===== config.mk =====
export PLATFORM = sky130hd
export DESIGN_NAME = pwm_interrupt_enable_logic
export DESIGN_NICKNAME = d
export VERILOG_FILES = /design/src/verilog/irq_enable_pkg.sv /design/src/verilog/pwm_interrupt_enable_logic.sv /design/src/verilog/apb_decode.sv /design/src/verilog/event_status.sv
export SDC_FILE = /design/constraint.sdc
export NUM_CORES = 1
export LEC_CHECK = 0
export BUFFER_PORTS_ARGS = -buffer_cell sky130_fd_sc_hd__buf_2
export CORE_UTILIZATION = 35
export CTS_CLUSTER_DIAMETER = 120
export DETAILED_ROUTE_END_ITERATION = 16
export MAX_ROUTING_LAYER = met4
export PLACE_DENSITY = 0.67
export SLEW_MARGIN = 20
export SYNTH_ARGS = -nofsm -noshare
export SYNTH_HDL_FRONTEND = slang
export SYNTH_SLANG_ARGS = --single-unit

===== constraint.sdc =====
create_clock -name pclk -period 1.41 [get_ports pclk]
set_input_delay 0.141 -clock pclk [delete_from_list [all_inputs] [get_ports pclk]]
set_output_delay 0.141 -clock pclk [all_outputs]
set_load 0.03 [all_outputs]

===== src/verilog/irq_enable_pkg.sv =====
// Package: offsets, field layout, reset values and carriers of the
// interrupt enable logic.
// Assumes a 32-bit APB register bus.
package irq_enable_pkg;
  localparam int DATA_W = 32;
  localparam int ADDR_W = 12;
  localparam int NUM_EVENTS = 7;
  // ---------------------------------------------------------------
  // Register map
  // ---------------------------------------------------------------
  localparam logic [11:0] OFS_INTERRUPT_MASK = 12'h300;
  localparam logic [11:0] OFS_INTERRUPT_MASK_SET = 12'h304;
  localparam logic [11:0] OFS_EVENT_STATUS = 12'h310;
  localparam logic [11:0] OFS_EVENT_STATUS_MASK = 12'h314;
  localparam logic [31:0] RST_INTERRUPT_MASK = 32'h00000000;
  localparam logic [6:0] RST_STATUS = 7'h00;
  localparam logic [6:0] RST_STATUS_MASK = 7'h00;
  // ---------------------------------------------------------------
  // Field layout: seven enables in bits 1..7, in event order
  // ---------------------------------------------------------------
  localparam int FLD_LSB = 1;
  localparam int POS_STOPPED = 1;
  localparam int POS_SEQUENCE_BEGUN0 = 2;
  localparam int POS_SEQUENCE_BEGUN1 = 3;
  localparam int POS_SEQUENCE_FINISHED0 = 4;
  localparam int POS_SEQUENCE_FINISHED1 = 5;
  localparam int POS_PERIOD_END = 6;
  localparam int POS_REPEAT_COUNT_COMPLETE = 7;

  typedef struct packed {
    logic repeat_count_complete_event;
    logic period_end_event;
    logic sequence_finished_event1;
    logic sequence_finished_event0;
    logic sequence_begun_event1;
    logic sequence_begun_event0;
    logic stopped_event;
  } event_vec_t;

  typedef struct packed {
    logic psel;
    logic penable;
    logic pwrite;
    logic [11:0] paddr;
    logic [31:0] pwdata;
  } apb_req_t;

  typedef enum logic [1:0] {
    APB_IDLE = 2'b00,
    APB_SETUP = 2'b01,
    APB_ACCESS = 2'b11
  } apb_phase_t;

  function automatic logic [31:0] to_word(input logic [6:0] f);
    to_word = {24'h000000, f, 1'b0};
  endfunction

  function automatic logic [6:0] from_word(input logic [31:0] w);
    from_word = w[7:1];
  endfunction
endpackage


===== src/verilog/pwm_interrupt_enable_logic.sv =====
// Interrupt enable logic of the pulse-width-modulation unit.
// Assumes APB at pclk, event pulses one cycle wide on pclk.
//
// Added by the designer: register access over APB.
`timescale 1ns/1ns
`default_nettype none
module pwm_interrupt_enable_logic
  import irq_enable_pkg::*;
(
  input wire logic pclk,
  input wire logic presetn,
  input wire logic psel,
  input wire logic penable,
  input wire logic pwrite,
  input wire logic [11:0] paddr,
  input wire logic [31:0] pwdata,
  output logic [31:0] prdata,
  output logic pready,
  output logic pslverr,
  input wire event_vec_t events_in,
  output logic [6:0] irq_gated,
  output logic irq
);
  // ---------------------------------------------------------------
  // Bus front end
  // ---------------------------------------------------------------
  apb_req_t req;
  logic wr_stb;
  logic rd_stb;
  logic [11:0] addr;
  logic [31:0] wdata;
  apb_phase_t phase;
  assign req = '{psel: psel, penable: penable, pwrite: pwrite,
                 paddr: paddr, pwdata: pwdata};

  apb_decode u_dec (
    .pclk(pclk),
    .presetn(presetn),
    .req(req),
    .wr_stb(wr_stb),
    .rd_stb(rd_stb),
    .addr(addr),
    .wdata(wdata),
    .phase(phase)
  );

  logic hit_mask;
  logic hit_set;
  logic hit_stat;
  logic hit_smask;
  logic mapped;
  assign hit_mask = (addr == OFS_INTERRUPT_MASK);
  assign hit_set = (addr == OFS_INTERRUPT_MASK_SET);
  assign hit_stat = (addr == OFS_EVENT_STATUS);
  assign hit_smask = (addr == OFS_EVENT_STATUS_MASK);
  assign mapped = hit_mask | hit_set | hit_stat | hit_smask;
  // Writes land once, at the edge that completes the access; a W1C clear
  // still drops an event on a written-one bit latched during the wait cycle
  logic wr_go;
  assign wr_go = wr_stb && pready;

  // ---------------------------------------------------------------
  // Enable storage shared by the mask and set registers
  // ---------------------------------------------------------------
  logic [6:0] enable_ff;
  logic [6:0] nxt_enable;
  always_comb begin
    nxt_enable = enable_ff;
    if (wr_go && hit_mask) begin
      nxt_enable = from_word(wdata);
    end else if (wr_go && hit_set) begin
      // Zeros leave fields alone so tasks can own separate bits
      nxt_enable = enable_ff | from_word(wdata);
    end
  end
  always_ff @(posedge pclk or negedge presetn) begin
    if (!presetn) begin
      enable_ff <= from_word(RST_INTERRUPT_MASK);
    end else begin
      enable_ff <= nxt_enable;
    end
  end

  // ---------------------------------------------------------------
  // Sticky status and its mask
  // ---------------------------------------------------------------
  logic [6:0] status;
  logic [6:0] smask_ff;
  event_status #(.WIDTH(NUM_EVENTS)) u_stat (
    .pclk(pclk),
    .presetn(presetn),
    .evt(events_in & enable_ff),
    .clr_stb(wr_go && hit_stat),
    .clr_bits(from_word(wdata)),
    .status(status)
  );
  always_ff @(posedge pclk or negedge presetn) begin
    if (!presetn) begin
      smask_ff <= RST_STATUS_MASK;
    end else if (wr_go && hit_smask) begin
      smask_ff <= from_word(wdata);
    end
  end

  // ---------------------------------------------------------------
  // Interrupt outputs, registered
  // ---------------------------------------------------------------
  always_ff @(posedge pclk or negedge presetn) begin
    if (!presetn) begin
      irq_gated <= 7'h00;
      irq <= 1'b0;
    end else begin
      irq_gated <= status & smask_ff;
      irq <= |(status & smask_ff);
    end
  end

  // ---------------------------------------------------------------
  // Read data and bus answer, registered; one wait cycle per access
  // ---------------------------------------------------------------
  logic [31:0] nxt_rdata;
  always_comb begin
    nxt_rdata = 32'h00000000;
    if (hit_mask || hit_set) begin
      nxt_rdata = to_word(enable_ff);
    end else if (hit_stat) begin
      nxt_rdata = to_word(status);
    end else if (hit_smask) begin
      nxt_rdata = to_word(smask_ff);
    end
  end
  always_ff @(posedge pclk or negedge presetn) begin
    if (!presetn) begin
      prdata <= 32'h00000000;
      pready <= 1'b0;
      pslverr <= 1'b0;
    end else begin
      pready <= psel && penable && !pready;
      pslverr <= psel && penable && !pready && !mapped;
      if (rd_stb && !pready) begin
        prdata <= nxt_rdata;
      end
    end
  end

  // ---------------------------------------------------------------
  // Assertions
  // ---------------------------------------------------------------
  // Writes land only at the completing edge, so every register write,
  // and every W1C clear above all, takes effect exactly once.
  property p_reset_zero;
    @(posedge pclk) $rose(presetn) |-> enable_ff == 7'h00;
  endproperty
  a_reset_zero: assert property (p_reset_zero)
    else $error("enables not zero after reset");

  property p_mask_write;
    @(posedge pclk) disable iff (!presetn)
    wr_go && hit_mask |=> enable_ff == $past(pwdata[7:1]);
  endproperty
  a_mask_write: assert property (p_mask_write)
    else $error("mask write not stored");

  property p_stop_gate;
    @(posedge pclk) disable iff (!presetn)
    events_in.stopped_event && !enable_ff[0] && !status[0]
      && !(wr_go && hit_stat) |=> !status[0];
  endproperty
  a_stop_gate: assert property (p_stop_gate)
    else $error("masked stopped event latched");

  property p_begun_pass;
    @(posedge pclk) disable iff (!presetn)
    events_in.sequence_begun_event1 && enable_ff[2] |=> status[2];
  endproperty
  a_begun_pass: assert property (p_begun_pass)
    else $error("sequence begun event lost");

  property p_finished_block;
    @(posedge pclk) disable iff (!presetn)
    !status[3] && !(events_in.sequence_finished_event0 && enable_ff[3])
      |=> !status[3];
  endproperty
  a_finished_block: assert property (p_finished_block)
    else $error("sequence finished set without cause");

  property p_period_pass;
    @(posedge pclk) disable iff (!presetn)
    events_in.period_end_event && enable_ff[5] |=> status[5];
  endproperty
  a_period_pass: assert property (p_period_pass)
    else $error("period end event lost");

  property p_set_unmask;
    @(posedge pclk) disable iff (!presetn)
    wr_go && hit_set && pwdata[POS_REPEAT_COUNT_COMPLETE] |=> enable_ff[6];
  endproperty
  a_set_unmask: assert property (p_set_unmask)
    else $error("set write did not unmask");

  property p_set_keeps;
    @(posedge pclk) disable iff (!presetn)
    wr_go && hit_set |=> (enable_ff & $past(enable_ff)) == $past(enable_ff);
  endproperty
  a_set_keeps: assert property (p_set_keeps)
    else $error("set write cleared a field");

  property p_read_set;
    @(posedge pclk) disable iff (!presetn)
    rd_stb && hit_set && !pready |=> prdata == to_word($past(enable_ff));
  endproperty
  a_read_set: assert property (p_read_set)
    else $error("set register read wrong");

  property p_irq_level;
    @(posedge pclk) disable iff (!presetn)
    ##1 irq == |$past(status & smask_ff);
  endproperty
  a_irq_level: assert property (p_irq_level)
    else $error("interrupt level wrong");

  // ---------------------------------------------------------------
  // Assertions: remaining fields, read path and bus answer
  // ---------------------------------------------------------------
  property p_stop_pass;
    @(posedge pclk) disable iff (!presetn)
    events_in.stopped_event && enable_ff[0] |=> status[0];
  endproperty
  a_stop_pass: assert property (p_stop_pass)
    else $error("stopped event lost");

  property p_begun0_pass;
    @(posedge pclk) disable iff (!presetn)
    events_in.sequence_begun_event0 && enable_ff[1] |=> status[1];
  endproperty
  a_begun0_pass: assert property (p_begun0_pass)
    else $error("first sequence begun event lost");

  property p_begun0_block;
    @(posedge pclk) disable iff (!presetn)
    !status[1] && !(events_in.sequence_begun_event0 && enable_ff[1])
      |=> !status[1];
  endproperty
  a_begun0_block: assert property (p_begun0_block)
    else $error("sequence begun set without cause");

  property p_finished0_pass;
    @(posedge pclk) disable iff (!presetn)
    events_in.sequence_finished_event0 && enable_ff[3] |=> status[3];
  endproperty
  a_finished0_pass: assert property (p_finished0_pass)
    else $error("first sequence finished event lost");

  property p_finished1_pass;
    @(posedge pclk) disable iff (!presetn)
    events_in.sequence_finished_event1 && enable_ff[4] |=> status[4];
  endproperty
  a_finished1_pass: assert property (p_finished1_pass)
    else $error("second sequence finished event lost");

  property p_period_block;
    @(posedge pclk) disable iff (!presetn)
    !status[5] && !(events_in.period_end_event && enable_ff[5])
      |=> !status[5];
  endproperty
  a_period_block: assert property (p_period_block)
    else $error("period end set without cause");

  property p_repeat_pass;
    @(posedge pclk) disable iff (!presetn)
    events_in.repeat_count_complete_event && enable_ff[6] |=> status[6];
  endproperty
  a_repeat_pass: assert property (p_repeat_pass)
    else $error("repeat complete event lost");

  property p_enable_hold;
    @(posedge pclk) disable iff (!presetn)
    !(wr_go && (hit_mask || hit_set)) |=> $stable(enable_ff);
  endproperty
  a_enable_hold: assert property (p_enable_hold)
    else $error("enables changed without a write");

  property p_set_zero_noop;
    @(posedge pclk) disable iff (!presetn)
    wr_go && hit_set && pwdata[7:1] == 7'h00 |=> $stable(enable_ff);
  endproperty
  a_set_zero_noop: assert property (p_set_zero_noop)
    else $error("zero set write changed enables");

  property p_read_mask;
    @(posedge pclk) disable iff (!presetn)
    rd_stb && hit_mask && !pready |=> prdata == to_word($past(enable_ff));
  endproperty
  a_read_mask: assert property (p_read_mask)
    else $error("mask register read wrong");

  property p_unused_zero;
    @(posedge pclk) disable iff (!presetn)
    pready && !pwrite |-> prdata[31:8] == 24'h000000 && !prdata[0];
  endproperty
  a_unused_zero: assert property (p_unused_zero)
    else $error("unused read bits not zero");

  property p_gated_level;
    @(posedge pclk) disable iff (!presetn)
    ##1 irq_gated == $past(status & smask_ff);
  endproperty
  a_gated_level: assert property (p_gated_level)
    else $error("gated interrupt vector wrong");

  property p_ready_after_wait;
    @(posedge pclk) disable iff (!presetn)
    psel && penable && !pready |=> pready;
  endproperty
  a_ready_after_wait: assert property (p_ready_after_wait)
    else $error("no answer after one wait cycle");

  property p_ready_pulse;
    @(posedge pclk) disable iff (!presetn)
    pready |=> !pready;
  endproperty
  a_ready_pulse: assert property (p_ready_pulse)
    else $error("ready held longer than one cycle");

  property p_slverr_with_ready;
    @(posedge pclk) disable iff (!presetn)
    pslverr |-> pready;
  endproperty
  a_slverr_with_ready: assert property (p_slverr_with_ready)
    else $error("error answer without ready");

  property p_unmapped_err;
    @(posedge pclk) disable iff (!presetn)
    psel && penable && !pready && !mapped |=> pslverr;
  endproperty
  a_unmapped_err: assert property (p_unmapped_err)
    else $error("unmapped access not refused");

  c_set_write: cover property (@(posedge pclk) wr_stb && hit_set);
  c_mask_read: cover property (@(posedge pclk) rd_stb && hit_mask);
  c_irq: cover property (@(posedge pclk) $rose(irq));
  c_err: cover property (@(posedge pclk) pslverr && pready);
  c_access: cover property (@(posedge pclk) phase == APB_ACCESS);
endmodule
`default_nettype wire


===== src/verilog/apb_decode.sv =====
// APB slave front end: decodes one access per setup/access pair.
// Assumes an APB master per the usual two-phase protocol.
`timescale 1ns/1ns
`default_nettype none
module apb_decode
  import irq_enable_pkg::*;
(
  input wire logic pclk,
  input wire logic presetn,
  input wire apb_req_t req,
  output logic wr_stb,
  output logic rd_stb,
  output logic [11:0] addr,
  output logic [31:0] wdata,
  output var apb_phase_t phase
);
  // -----------------------------------------------------------------
  // Phase tracker, for cover and debug only
  // -----------------------------------------------------------------
  apb_phase_t phase_ff;
  always_ff @(posedge pclk or negedge presetn) begin
    if (!presetn) begin
      phase_ff <= APB_IDLE;
    end else if (req.psel && !req.penable) begin
      phase_ff <= APB_SETUP;
    end else if (req.psel && req.penable) begin
      phase_ff <= APB_ACCESS;
    end else begin
      phase_ff <= APB_IDLE;
    end
  end
  assign phase = phase_ff;
  // Strobes follow every access cycle; completion waits for pready, one wait cycle later
  assign wr_stb = req.psel && req.penable && req.pwrite;
  assign rd_stb = req.psel && req.penable && !req.pwrite;
  assign addr = req.paddr;
  assign wdata = req.pwdata;
endmodule
`default_nettype wire


===== src/verilog/event_status.sv =====
// Sticky event flags, write-one-to-clear, set wins over clear.
// Assumes one-cycle event pulses synchronous to pclk.
`timescale 1ns/1ns
`default_nettype none
module event_status
  import irq_enable_pkg::*;
#(
  parameter int WIDTH = NUM_EVENTS
) (
  input wire logic pclk,
  input wire logic presetn,
  input wire logic [WIDTH-1:0] evt,
  input wire logic clr_stb,
  input wire logic [WIDTH-1:0] clr_bits,
  output logic [WIDTH-1:0] status
);
  // Elaboration-time guard: the reset constant is sized for the event count
  if (WIDTH != NUM_EVENTS) begin : g_width_check
    $error("event_status width must equal event count");
  end
  logic [WIDTH-1:0] status_ff;
  always_ff @(posedge pclk or negedge presetn) begin
    if (!presetn) begin
      status_ff <= RST_STATUS;
    end else begin
      // A pulse in the clearing cycle is kept
      status_ff <= (status_ff & ~(clr_stb ? clr_bits : '0)) | evt;
    end
  end
  assign status = status_ff;
endmodule
`default_nettype wire


# --- Word-level counts from Yosys, hierarchy flattened ---
# Cells that the tools add are included.
word_totals:
  wordCells: 44
  output_inout_bits: 42
  regBits: 63
op_classes:
  bitwise_logic: 9
  n_eq_ne: 4
  n_reduce_logical: 17
  n_mux: 6
ops:
  columns: ["cell", "n"]
  rows:
  - ["12-bit by 10-bit == test with 1-bit output, second input constant", 4]
  - ["8-bit two-way mux", 3]
  - ["7-bit AND", 3]
  - ["7-bit two-way mux", 3]
  - ["7-bit bitwise OR", 2]
  - ["1-bit logical AND", 11]
  - ["7-bit NOT", 1]
  - ["7-bit OR reduction", 1]
  - ["1-bit logical NOT", 3]
  - ["1-bit bitwise OR", 3]
  - ["2-bit nonzero test", 1]
  - ["1-bit logical OR", 1]

# --- Longest topological paths before layout ---
# Gate-level depths: netlist (run 1).
logic_depth:
  depth_word: 8
  mapped_depth: 6

# --- Modules after synthesis ---
# Synthesis (run 1) repeated with hierarchy kept, for this count alone.
hier_totals:
  cells_unflattened: 209
  area_unflattened_um2: 2244.7
modules_own_cells:
  columns: ["mod", "seq_area_each_um2", "instances", "cells_per_inst", "area_per_inst_um2"]
  rows:
  - ["pwm_interrupt_enable_logic", 775.7, 1, 138, 1584.0]
  - ["apb_decode", 50.0, 1, 50, 406.6]
  - ["event_status", 175.2, 1, 21, 254.0]

# --- Worst setup path after synthesis (run 1) ---
# No wires, ideal clock.
synth_timing:
  path_kind: "reg-to-reg"
  from: "register pready"
  to: "register smask_ff[0]"
  path_buffers: 0
  path_slack_ns: -0.193
  stages_incl_launch_ff: 5
  setup_ns: 0.128
  arrival_ns: 1.476
  cell_sequence: "dfrtp_1 -> and4_1 -> nand4_1 -> nor2_2 -> mux2_1"
synth_via:
  elab_chain_cells: 2
synth_lines:
  columns: ["element", "line", "rtl"]
  rows:
  - ["start: declaration", "pwm_interrupt_enable_logic.sv:18", "output logic pready,"]
  - ["start signal: assignment", "pwm_interrupt_enable_logic.sv:138", "pready <= psel && penable && !pready;"]
  - ["1-bit logical AND", "pwm_interrupt_enable_logic.sv:60", "assign wr_go = wr_stb && pready;"]
  - ["1-bit logical AND", "pwm_interrupt_enable_logic.sv:100", "end else if (wr_go && hit_smask) begin"]
  - ["end signal: assignment", "pwm_interrupt_enable_logic.sv:101", "smask_ff <= from_word(wdata);"]
  - ["end: declaration", "pwm_interrupt_enable_logic.sv:88", "logic [6:0] smask_ff;"]
# No other way between the ends.
# A chain may end at the register's enable or synchronous reset.

# --- Final worst setup path (run 1) ---
layout_timing:
  from: "register u_stat.status_ff[2] (netlist: u_stat.status[2])"
  to: "register irq"
layout_via:
  elab_chain_cells: 2
layout_lines:
  columns: ["element", "line", "rtl"]
  rows:
  - ["start: declaration", "event_status.sv:21", "logic [WIDTH-1:0] status_ff;"]
  - ["start signal: assignment", "event_status.sv:27", "status_ff <= (status_ff & ~(clr_stb ? clr_bits : '0)) | evt;"]
  - ["7-bit AND", "pwm_interrupt_enable_logic.sv:114", "irq <= |(status & smask_ff);"]
  - ["7-bit OR reduction", "pwm_interrupt_enable_logic.sv:114", null]
  - ["end signal: assignment", "pwm_interrupt_enable_logic.sv:114", null]
  - ["end: declaration", "pwm_interrupt_enable_logic.sv:22", "output logic irq"]
# No other way between the ends.

==> impl_metrics.toml, run 1 <==
[floorplanning]
ios = 98
num_rows = 26
die_area_um2 = 5550
dieWidth_um = 74.5
placeableCoreArea_um2 = 5070
die_y_um = 74.5
start_util_pct = 36.2

[synthesis]
yosys_register_bits = 38
ys_warn_count = 0
netlist_area_um2 = 1840
synth.yosys.seq_area_share_pct = 51.7
synth_cells = 167
synthDistinctLibCells = 28
synth.avg_cell_area_um2 = 11.0

[drt]
highest_layer = "met4"
met3_length_um = 173
drt_first_pass_iters = 4
vias = 1412
wl_per_cell_um = 13.2
avgViaCountPerCell = 4.55
wl_met2_mm = 2.09
drt_iter0_markers = 78
route.detailed.drc = 0
routed_wirelength_mm = 4.10
antenna_left = 0
wl_met1_mm = 1.82

[min_path]
hold_class = "input port to register"
hold_depth = 2
hp-start = "events_in[5]"
min_to = "u_stat.status[5]$_DFF_PN0_"

[clocking]
clkTransAtPathRegs_ns = 0.07
cts_sinks = 38
clockRootBuffer = "clkbuf_8"
cts.path.max_buffers = 2
h-tree-depth = 2
cts_buffers = 5
cts_tree = "built"
clk_latency_ns = 0.28

[layout]
synthToLayoutAreaGrowth_pct = 37.6
antenna_cells = 0
final_common_cell = "buf_2"
fin_nets = 295
final_cell_mix = "buf_2 (47), dfrtp_1 (37), conb_1 (25)"
drive_gt1_share_pct = 46.3

[place]
portBuffers = 47
dpl_worst_slack_ns = -0.207
gp_congestion = 0.757
dp_hpwl_mm = 3.00

[worst_setup_path]
required_ns = 1.57
arrival_ns = 1.76
cp_max_fo = 2
path_class = "register to register"
cp_slowest_cell = "or4_4"
critPathLaunchType = "register"
cp-end-kind = "register"
r2r_cells = 3
crit_chain = "and2_4 -> or4_4 -> or4_1"
r2r_setup_slack_ns = -0.19
r2r-start = "u_stat.status[2]$_DFF_PN0_"
r2r_end = "irq$_DFF_PN0_"
cp_top_family = "simple AND/OR/NAND/NOR gates"
critPathMaxStageDelay_ns = 0.52
worst-path-buf-inv = 0

[power_and_ir_drop]
irDropWorstVdd_uv = 346
powerDensity_nw_per_um2 = 890
p_leak_nw = 1.37

[sta]
setup_ws_ns = -0.194
timing.fmax_ghz = 0.623
slew_violations = 0
slew_headroom_pct = 58.2
final-hold-violation-count = 0
fin_tns_setup_ns = -0.403
min_period_ns = 1.60
tightest_slew_ns = 0.621
setup_violations = 8
final.period_utilization_pct = 114
rsz0062_at_grt = "yes"
whs_ns = 0.0920
fin_skew_ns = 0.00504

[global_routing]
grt_usage_pct = 16.2
grt_max_degree = 27
grt_pass1_vias = 1330
grt_pass1_wl_mm = 6.31
grt_overflow = 0
antenna_found_initial = 0

[job]
cap_viol_max_count = 0

[outcome]
failed_checks = "negative setup slack"
status = "complete, but fails checks"
[timing repair]
action	in CTS	in global routing
hold buffers	1	0
gates resized for setup	5	21
setup endpoints to repair	17	28
pin swaps	2	3
hold endpoints to repair	12	0
gates cloned	0	1
buffers inserted	1	0
[worst max path at each step]
stage | slack [ns] | to | cells after the start | startpoint
after floorplan | -0.12 | irq$_DFF_PN0_ | 3 | u_stat.status[2]$_DFF_PN0_
after global placement | -0.21 | irq$_DFF_PN0_ | 3 | u_stat.status[2]$_DFF_PN0_
after detailed placement | -0.21 | irq$_DFF_PN0_ | 3 | u_stat.status[2]$_DFF_PN0_
after CTS | -0.20 | irq$_DFF_PN0_ | 3 | u_stat.status[2]$_DFF_PN0_
after global routing | -0.22 | irq$_DFF_PN0_ | 3 | u_stat.status[2]$_DFF_PN0_
final | -0.19 | irq$_DFF_PN0_ | 3 | u_stat.status[2]$_DFF_PN0_
[where the power goes]
part / leakage [nW] / internal (W) / switching (W)
clock network: 0.0524 / 0.000529 / 0.000361
logic: 0.787 / 0.0000766 / 0.000188
registers: 0.528 / 0.00109 / 0.00000253
[worst register-to-register path, stage by stage, from the launching register on]
cell and delay [ns]:
dfrtp_1 0.39, and2_4 0.17, or4_4 0.53, or4_1 0.40
[cell usage after synthesis]
| master | n | area share, % |
|---|---|---|
| dfrtp_1 | 38 | 52 |
| buf_4 | 26 | 11 |
| nand2_1 | 16 | 3.3 |
| nand3_1 | 8 | 2.2 |
| a21o_1 | 7 | 2.9 |
| a22o_1 | 7 | 3.3 |
| and2_1 | 7 | 2.4 |
| mux2_1 | 7 | 4.3 |
| mux2i_1 | 7 | 3.8 |
| o21ai_0 | 7 | 1.9 |
| o31ai_1 | 7 | 2.9 |
| clkbuf_1 | 5 | 1.0 |
| a21boi_0 | 4 | 1.6 |
| a21boi_1 | 3 | 1.2 |
| and4_1 | 2 | 0.95 |
| buf_2 | 2 | 0.54 |
| nor3_1 | 2 | 0.54 |
| or4_1 | 2 | 0.82 |
| and2_4 | 1 | 0.48 |
| and2b_1 | 1 | 0.41 |
| and4bb_1 | 1 | 0.68 |
| conb_1 | 1 | 0.20 |
| nand4_1 | 1 | 0.34 |
| nor2_1 | 1 | 0.20 |
| nor2_2 | 1 | 0.34 |
| nor2b_1 | 1 | 0.34 |
| nor3b_2 | 1 | 0.68 |
| or3_1 | 1 | 0.34 |
[metal layers]
metal	track usage [%]	vias up
met5	-	-
met4	3.77	0
met3	4.47	2
met2	25.1	42
met1	21.2	685
li1	-	683
[layout make-up]
class | count | area [um^2]
flip-flops and latches | 38 | 952
well taps | 70 | 87.6
clock inverters | 1 | 30.0
repair buffers | 74 | 484
clock buffers | 7 | 76.3
multi-input cells | 120 | 898
fillers | 487 | 2550
[flip-flops by register name, summed over array words and instances (netlist names)]
register / count
irq_gated: 7
u_stat.status: 7
pslverr: 1
pready: 1
smask_ff: 7
irq: 1
prdata: 7
enable_ff: 7
[logic make-up (layout without fill, tap and decap cells)]
logic type             count (synthesis)  in the layout  synth area share, %
and+or+nand+nor                       46             46                 14.0
DFF                                   38             38                 51.7
AOI/OAI and AO/OA                     35             35                 13.8
buffers and inverters                 33             82                 12.2
muxes                                 14             14                 8.10
other                                  1             25                0.204
[per-stage QoR]
| step | instances | power (W) | utilization (%) | cell area, um^2 |
|---|---|---|---|---|
| 2_1_floorplan | 191 | 0.00131 | - | 2000 |
| 3_3_place_gp | 299 | 0.00136 | 45.2 | 2290 |
| 3_5_place_dp | 299 | 0.00136 | 45.2 | 2290 |
| 4_1_cts | 309 | 0.00225 | 48.0 | 2430 |
| 5_1_grt | 310 | 0.00233 | 49.8 | 2530 |
| 6_report | 310 | 0.00225 | 49.8 | 2530 |
Power figures use the tool's default switching activity.
==> inputs of run 2 (changes only) <==
--- a/config.mk
+++ b/config.mk
@@ -6,11 +6,11 @@
 export NUM_CORES = 1
 export LEC_CHECK = 0
 export BUFFER_PORTS_ARGS = -buffer_cell sky130_fd_sc_hd__buf_2
-export CORE_UTILIZATION = 35
+export CORE_UTILIZATION = 40
 export CTS_CLUSTER_DIAMETER = 120
 export DETAILED_ROUTE_END_ITERATION = 16
 export MAX_ROUTING_LAYER = met4
-export PLACE_DENSITY = 0.67
+export PLACE_DENSITY = 0.75
 export SLEW_MARGIN = 20
 export SYNTH_ARGS = -nofsm -noshare
 export SYNTH_HDL_FRONTEND = slang
==> impl_metrics.toml, run 2 (synthesized netlist as in run 1, its figures left out) <==
[outcome]
status = "complete, but fails checks"
failed_checks = "negative setup slack"

[clocking]
h-tree-depth = 2
cts_tree = "built"
clkTransAtPathRegs_ns = 0.07
clk_latency_ns = 0.29
cts_buffers = 5
clockRootBuffer = "clkbuf_8"
cts.path.max_buffers = 2
cts_sinks = 38

[layout]
fin_area_um2 = 2450
antenna_cells = 0
synthToLayoutAreaGrowth_pct = 33.1
fin_util_pct = 55.8
final_common_cell = "buf_2"
final_cell_mix = "buf_2 (47), dfrtp_1 (37), conb_1 (25)"
drive_gt1_share_pct = 45.2
fin_nets = 294
nFillCells = 391

[global_routing]
grt_max_degree = 21
grt_overflow = 0
grt_usage_pct = 18.2
grt_pass1_vias = 1386
grt_pass1_wl_mm = 6.56
antenna_found_initial = 0

[drt]
antenna_left = 0
wl_per_cell_um = 13.8
vias = 1424
route.detailed.drc = 0
drt_iter0_markers = 61
routed_wirelength_mm = 4.01
drt_first_pass_iters = 4
avgViaCountPerCell = 4.89

[floorplanning]
die_y_um = 69.8
die_area_um2 = 4870
dieWidth_um = 69.8
ios = 98
start_util_pct = 41.9
num_rows = 24
placeableCoreArea_um2 = 4380

[sta]
slew_violations = 0
min_period_ns = 1.62
fin_skew_ns = 0.00637
final-hold-violation-count = 0
final.period_utilization_pct = 115
timing.fmax_ghz = 0.617
fin_tns_setup_ns = -0.212
setup_ws_ns = -0.212
setup_violations = 1
rsz0062_at_grt = "yes"

[power_and_ir_drop]
powerDensity_nw_per_um2 = 866
p_int_w = 0.00156
power_frac_comb_pct = 12.0
finalPower_w = 0.00212
power_frac_clock_pct = 36.2
irDropWorstVdd_uv = 488
netSwitchingPower_w = 0.000558
pwr-share-seq_pct = 51.8
switching_share_pct = 26.3
p_leak_nw = 1.35

[worst_setup_path]
critPathLaunchType = "register"
r2r-start = "smask_ff[2]$_DFFE_PN0P_"
path_class = "register to register"
cp-end-kind = "register"
required_ns = 1.58
crit_start = "smask_ff[2]$_DFFE_PN0P_"
arrival_ns = 1.79
cp_max_fo = 2

[place]
dp_hpwl_mm = 3.00
gp_congestion = 0.759
placed_cell_area_um2 = 2270
portBuffers = 47
dpl_worst_slack_ns = -0.253

[min_path]
hold_class = "input port to register"
hp-start = "events_in[1]"

[job]
cap_viol_max_count = 0
==> run 2: changes by cell type in the layout (fill, tap and decap cells not counted), sizes merged <==
cell    previous run  this run
buf               73        72
bufinv             1         0
clkinv             0         1
==> run 2: repair_timing <==
item                                    in CTS  in global routing
cloned                                       0                  1
setup buffers                                1                  0
hold endpoints to repair                    19                  0
endpoints found under the setup margin       4                 15
hold buffers                                 1                  0
resized for setup                            4                 12
pin swaps                                    4                  2
==> run 2: final timing paths <==
| path | to | slack [ns] | depth (start not counted) |
|---|---|---|---|
| setup / recovery | irq$_DFF_PN0_ | -0.21 | 3 |
| hold / removal | u_stat.status[1]$_DFF_PN0_ | 0.08 | 2 |
| setup reg to reg | irq$_DFF_PN0_ | -0.21 | 3 |
| hold reg to reg | prdata[6]$_DFFE_PN0P_ | 0.47 | 2 |
| max in group asynchronous | smask_ff[4]$_DFFE_PN0P_ | 0.62 | 3 |
| min in group asynchronous | prdata[4]$_DFFE_PN0P_ | 0.34 | 2 |
==> run 2: per-stage QoR <==
stage                     cells  hold slack (ns)
final                       291           0.0796
after global routing        291           0.0742
after CTS                   290           0.0767
after detailed placement    280            0.126
after global placement      280            0.114
after floorplan             191           -0.155
==> run 2: final cells by class <==
class | count | area [um^2] | area share (%)
clock inverters | 1 | 5.00 | 0.205
clock buffers | 7 | 86.3 | 3.53
repair buffers | 73 | 474 | 19.4
flip-flops and latches | 38 | 952 | 38.9
well taps | 52 | 65.1 | 2.66
multi-input cells | 120 | 863 | 35.3
==> run 2: critical path, stage by stage (launching register included) <==
cell and delay, ns:
dfrtp_1 0.38, and2_4 0.17, or4_4 0.53, or4_4 0.42
==> run 2: routing by layer <==
| metal | track usage [%] | share of wire, % | vias up |
|---|---|---|---|
| met5 | - | 0 | - |
| met4 | 7.33 | 1.1 | 0 |
| met3 | 5.09 | 5.4 | 5 |
| met2 | 27.9 | 51 | 55 |
| met1 | 22.9 | 42 | 683 |
| li1 | - | - | 681 |
==> run 2: power groups by stage <==
stage / Combinational, W / Clock (W) / Sequential [W]
6_report: 0.000254 / 0.000768 / 0.00110
4_1_cts: 0.000247 / 0.000783 / 0.00110
3_3_place_gp: 0.000239 / 0 / 0.00112
5_1_grt: 0.000275 / 0.000838 / 0.00110
2_1_floorplan: 0.000187 / 0 / 0.00112
3_5_place_dp: 0.000243 / 0 / 0.00112
==> inputs of run 3 (changes only) <==
--- a/config.mk
+++ b/config.mk
@@ -5,12 +5,13 @@
 export SDC_FILE = /design/constraint.sdc
 export NUM_CORES = 1
 export LEC_CHECK = 0
+export ABC_AREA = 1
 export BUFFER_PORTS_ARGS = -buffer_cell sky130_fd_sc_hd__buf_2
-export CORE_UTILIZATION = 40
-export CTS_CLUSTER_DIAMETER = 120
+export CORE_UTILIZATION = 35
+export CTS_CLUSTER_DIAMETER = 80
 export DETAILED_ROUTE_END_ITERATION = 16
 export MAX_ROUTING_LAYER = met4
-export PLACE_DENSITY = 0.75
+export PLACE_DENSITY = 0.66
 export SLEW_MARGIN = 20
 export SYNTH_ARGS = -nofsm -noshare
 export SYNTH_HDL_FRONTEND = slang
==> impl_metrics.toml, run 3 <==
[worst_setup_path]
arrival_ns = 1.45
r2r_end = "prdata[1]$_DFFE_PN0P_"
path_class = "register to register"
cp_max_fo = 7
critPathLaunchType = "register"
r2r_cells = 5
r2r-start = "pready$_DFF_PN0_"
cp-end-kind = "register"
required_ns = 1.58
r2r_setup_slack_ns = 0.13

[clocking]
cts_tree = "built"
clkTransAtPathRegs_ns = 0.07
h-tree-depth = 2
postCtsSetupBuffers = 0
post_cts_resized = 0
clockRootBuffer = "clkbuf_8"
cts_sinks = 38
clk_latency_ns = 0.28
cts.path.max_buffers = 2
cts_buffers = 5
cts_hold_buf = 1

[drt]
wl_met2_mm = 1.97
wl_per_cell_um = 11.1
wl_met1_mm = 1.99
highest_layer = "met4"
drt_iter0_markers = 118
met3_length_um = 287
antenna_left = 0
avgViaCountPerCell = 4.40
drt_first_pass_iters = 4
route.detailed.drc = 0
routed_wirelength_mm = 4.30
vias = 1697

[min_path]
hold_depth = 3
min_to = "u_stat.status[0]$_DFF_PN0_"
hold_class = "input port to register"
hp-start = "events_in[0]"

[synthesis]
synth_most_common_cell = "nand2_1"
synth_area_leaders = "dfrtp_1 (46%), nand2_1 (19%), buf_4 (9.8%)"
synth_common_cells = "nand2_1 (107), dfrtp_1 (38), nand3_1 (30)"
synth_largest_area_cell = "dfrtp_1"
ys_warn_count = 0
synth_adder_area_share_pct = 0
yosys_register_bits = 38
synthDistinctLibCells = 20
synth_cells = 259
synthMuxAreaShare_pct = 0
netlist_area_um2 = 2080
synth_compound_area_share_pct = 0
synth-xor-area-share_pct = 0
synthArstFlopShare_pct = 100
synth.avg_cell_area_um2 = 8.01
synth.yosys.seq_area_share_pct = 45.8
synthDominantCellAreaShare_pct = 45.8
synthFlopType = "dfrtp_1"
synth_edf_count = 0
synthSimpleGateAreaFrac_pct = 39.2
synth_top_family_by_area = "simple AND/OR/NAND/NOR gates"

[layout]
fin_area_um2 = 2430
stdcell_count = 386
drive_gt1_share_pct = 24.2
synthToLayoutAreaGrowth_pct = 17.0
antenna_cells = 0
fin_nets = 371
final_common_cell = "nand2_1"
final_cell_mix = "nand2_1 (107), buf_2 (47), dfrtp_1 (38)"

[floorplanning]
ios = 98
die_y_um = 79.0
dieWidth_um = 79.0
num_rows = 27
placeableCoreArea_um2 = 5610
start_util_pct = 37.0
die_area_um2 = 6240

[global_routing]
antenna_found_initial = 0
grt_max_degree = 39
grt_overflow = 0
grt_usage_pct = 16.0
grt_pass1_vias = 1581
grt_pass1_wl_mm = 7.34

[sta]
rsz0062_at_grt = "no"
slew_violations = 0
timing.fmax_ghz = 0.783
setup_ws_ns = 0.134
setup_violations = 0
fin_tns_setup_ns = 0
min_period_ns = 1.28
final.period_utilization_pct = 90.5
fin_skew_ns = 0.00250
final-hold-violation-count = 0

[place]
gp_congestion = 0.878
dpl_worst_slack_ns = 0.121
dp_hpwl_mm = 3.27
portBuffers = 47
placed_cell_area_um2 = 2340
dp_cells = 379

[power_and_ir_drop]
p_leak_nw = 1.53
powerDensity_nw_per_um2 = 840
irDropWorstVdd_uv = 373

[outcome]
status = "complete, no violations"

[job]
cap_viol_max_count = 0
==> run 3: cell types whose count changed after synthesis, sizes merged, moves of 12 or more <==
cell   delta
inv      +24
nand2    +95
nand3    +22
nor2     +12
==> run 3: layer usage <==
| metal | GRT usage, % | vias to the layer above |
|---|---|---|
| met2 | 25.2 | 55 |
| met4 | 5.45 | 0 |
| li1 | - | 859 |
| met1 | 20.4 | 778 |
| met3 | 3.45 | 5 |
| met5 | - | - |
==> run 3: worst max-delay path by stage <==
stage	startpoint	end
2_1_floorplan	pready$_DFF_PN0_	prdata[1]$_DFFE_PN0P_
6_report	pready$_DFF_PN0_	prdata[1]$_DFFE_PN0P_
5_1_grt	pready$_DFF_PN0_	prdata[5]$_DFFE_PN0P_
3_3_place_gp	paddr[1]	enable_ff[0]$_DFFE_PN0P_
4_1_cts	pready$_DFF_PN0_	prdata[1]$_DFFE_PN0P_
3_5_place_dp	paddr[1]	enable_ff[5]$_DFFE_PN0P_
==> run 3: stage by stage <==
stage / hold WS (ns) / power, W / util [%]
floorplan: -0.155 / 0.00131 / -
global placement: 0.210 / 0.00135 / 41.7
detailed placement: 0.216 / 0.00135 / 41.7
CTS: 0.0555 / 0.00206 / 43.3
global route: 0.0551 / 0.00216 / 43.3
finish: 0.0643 / 0.00204 / 43.3
==> run 3: critical path: stages, from the launching register on <==
cell	delay [ns]
dfrtp_1	0.39
or2_2	0.34
nor2_4	0.13
inv_1	0.16
nand2_1	0.11
nand2_1	0.05
==> run 3: area by class of cell <==
class	instances	area (um^2)
fillers	601	3180
flip-flops and latches	38	951
multi-input cells	193	907
repair buffers	53	308
inverters	24	90.1
well taps	72	90.1
clock buffers	6	82.6
==> run 3: kinds of logic (layout without fill, tap and decap cells) <==
kind of cell	after synthesis	after routing
AND/OR/NAND/NOR	168	168
buffers and inverters	52	83
flip-flops	38	38
other	1	25
==> run 3: power breakdown <==
group / switching, W / leakage, nW / internal [W]
Combinational: 0.000178 / 0.956 / 0.0000579
Clock: 0.000329 / 0.0431 / 0.000376
Sequential: 0.00000284 / 0.529 / 0.00109
Total: 0.000510 / 1.53 / 0.00153
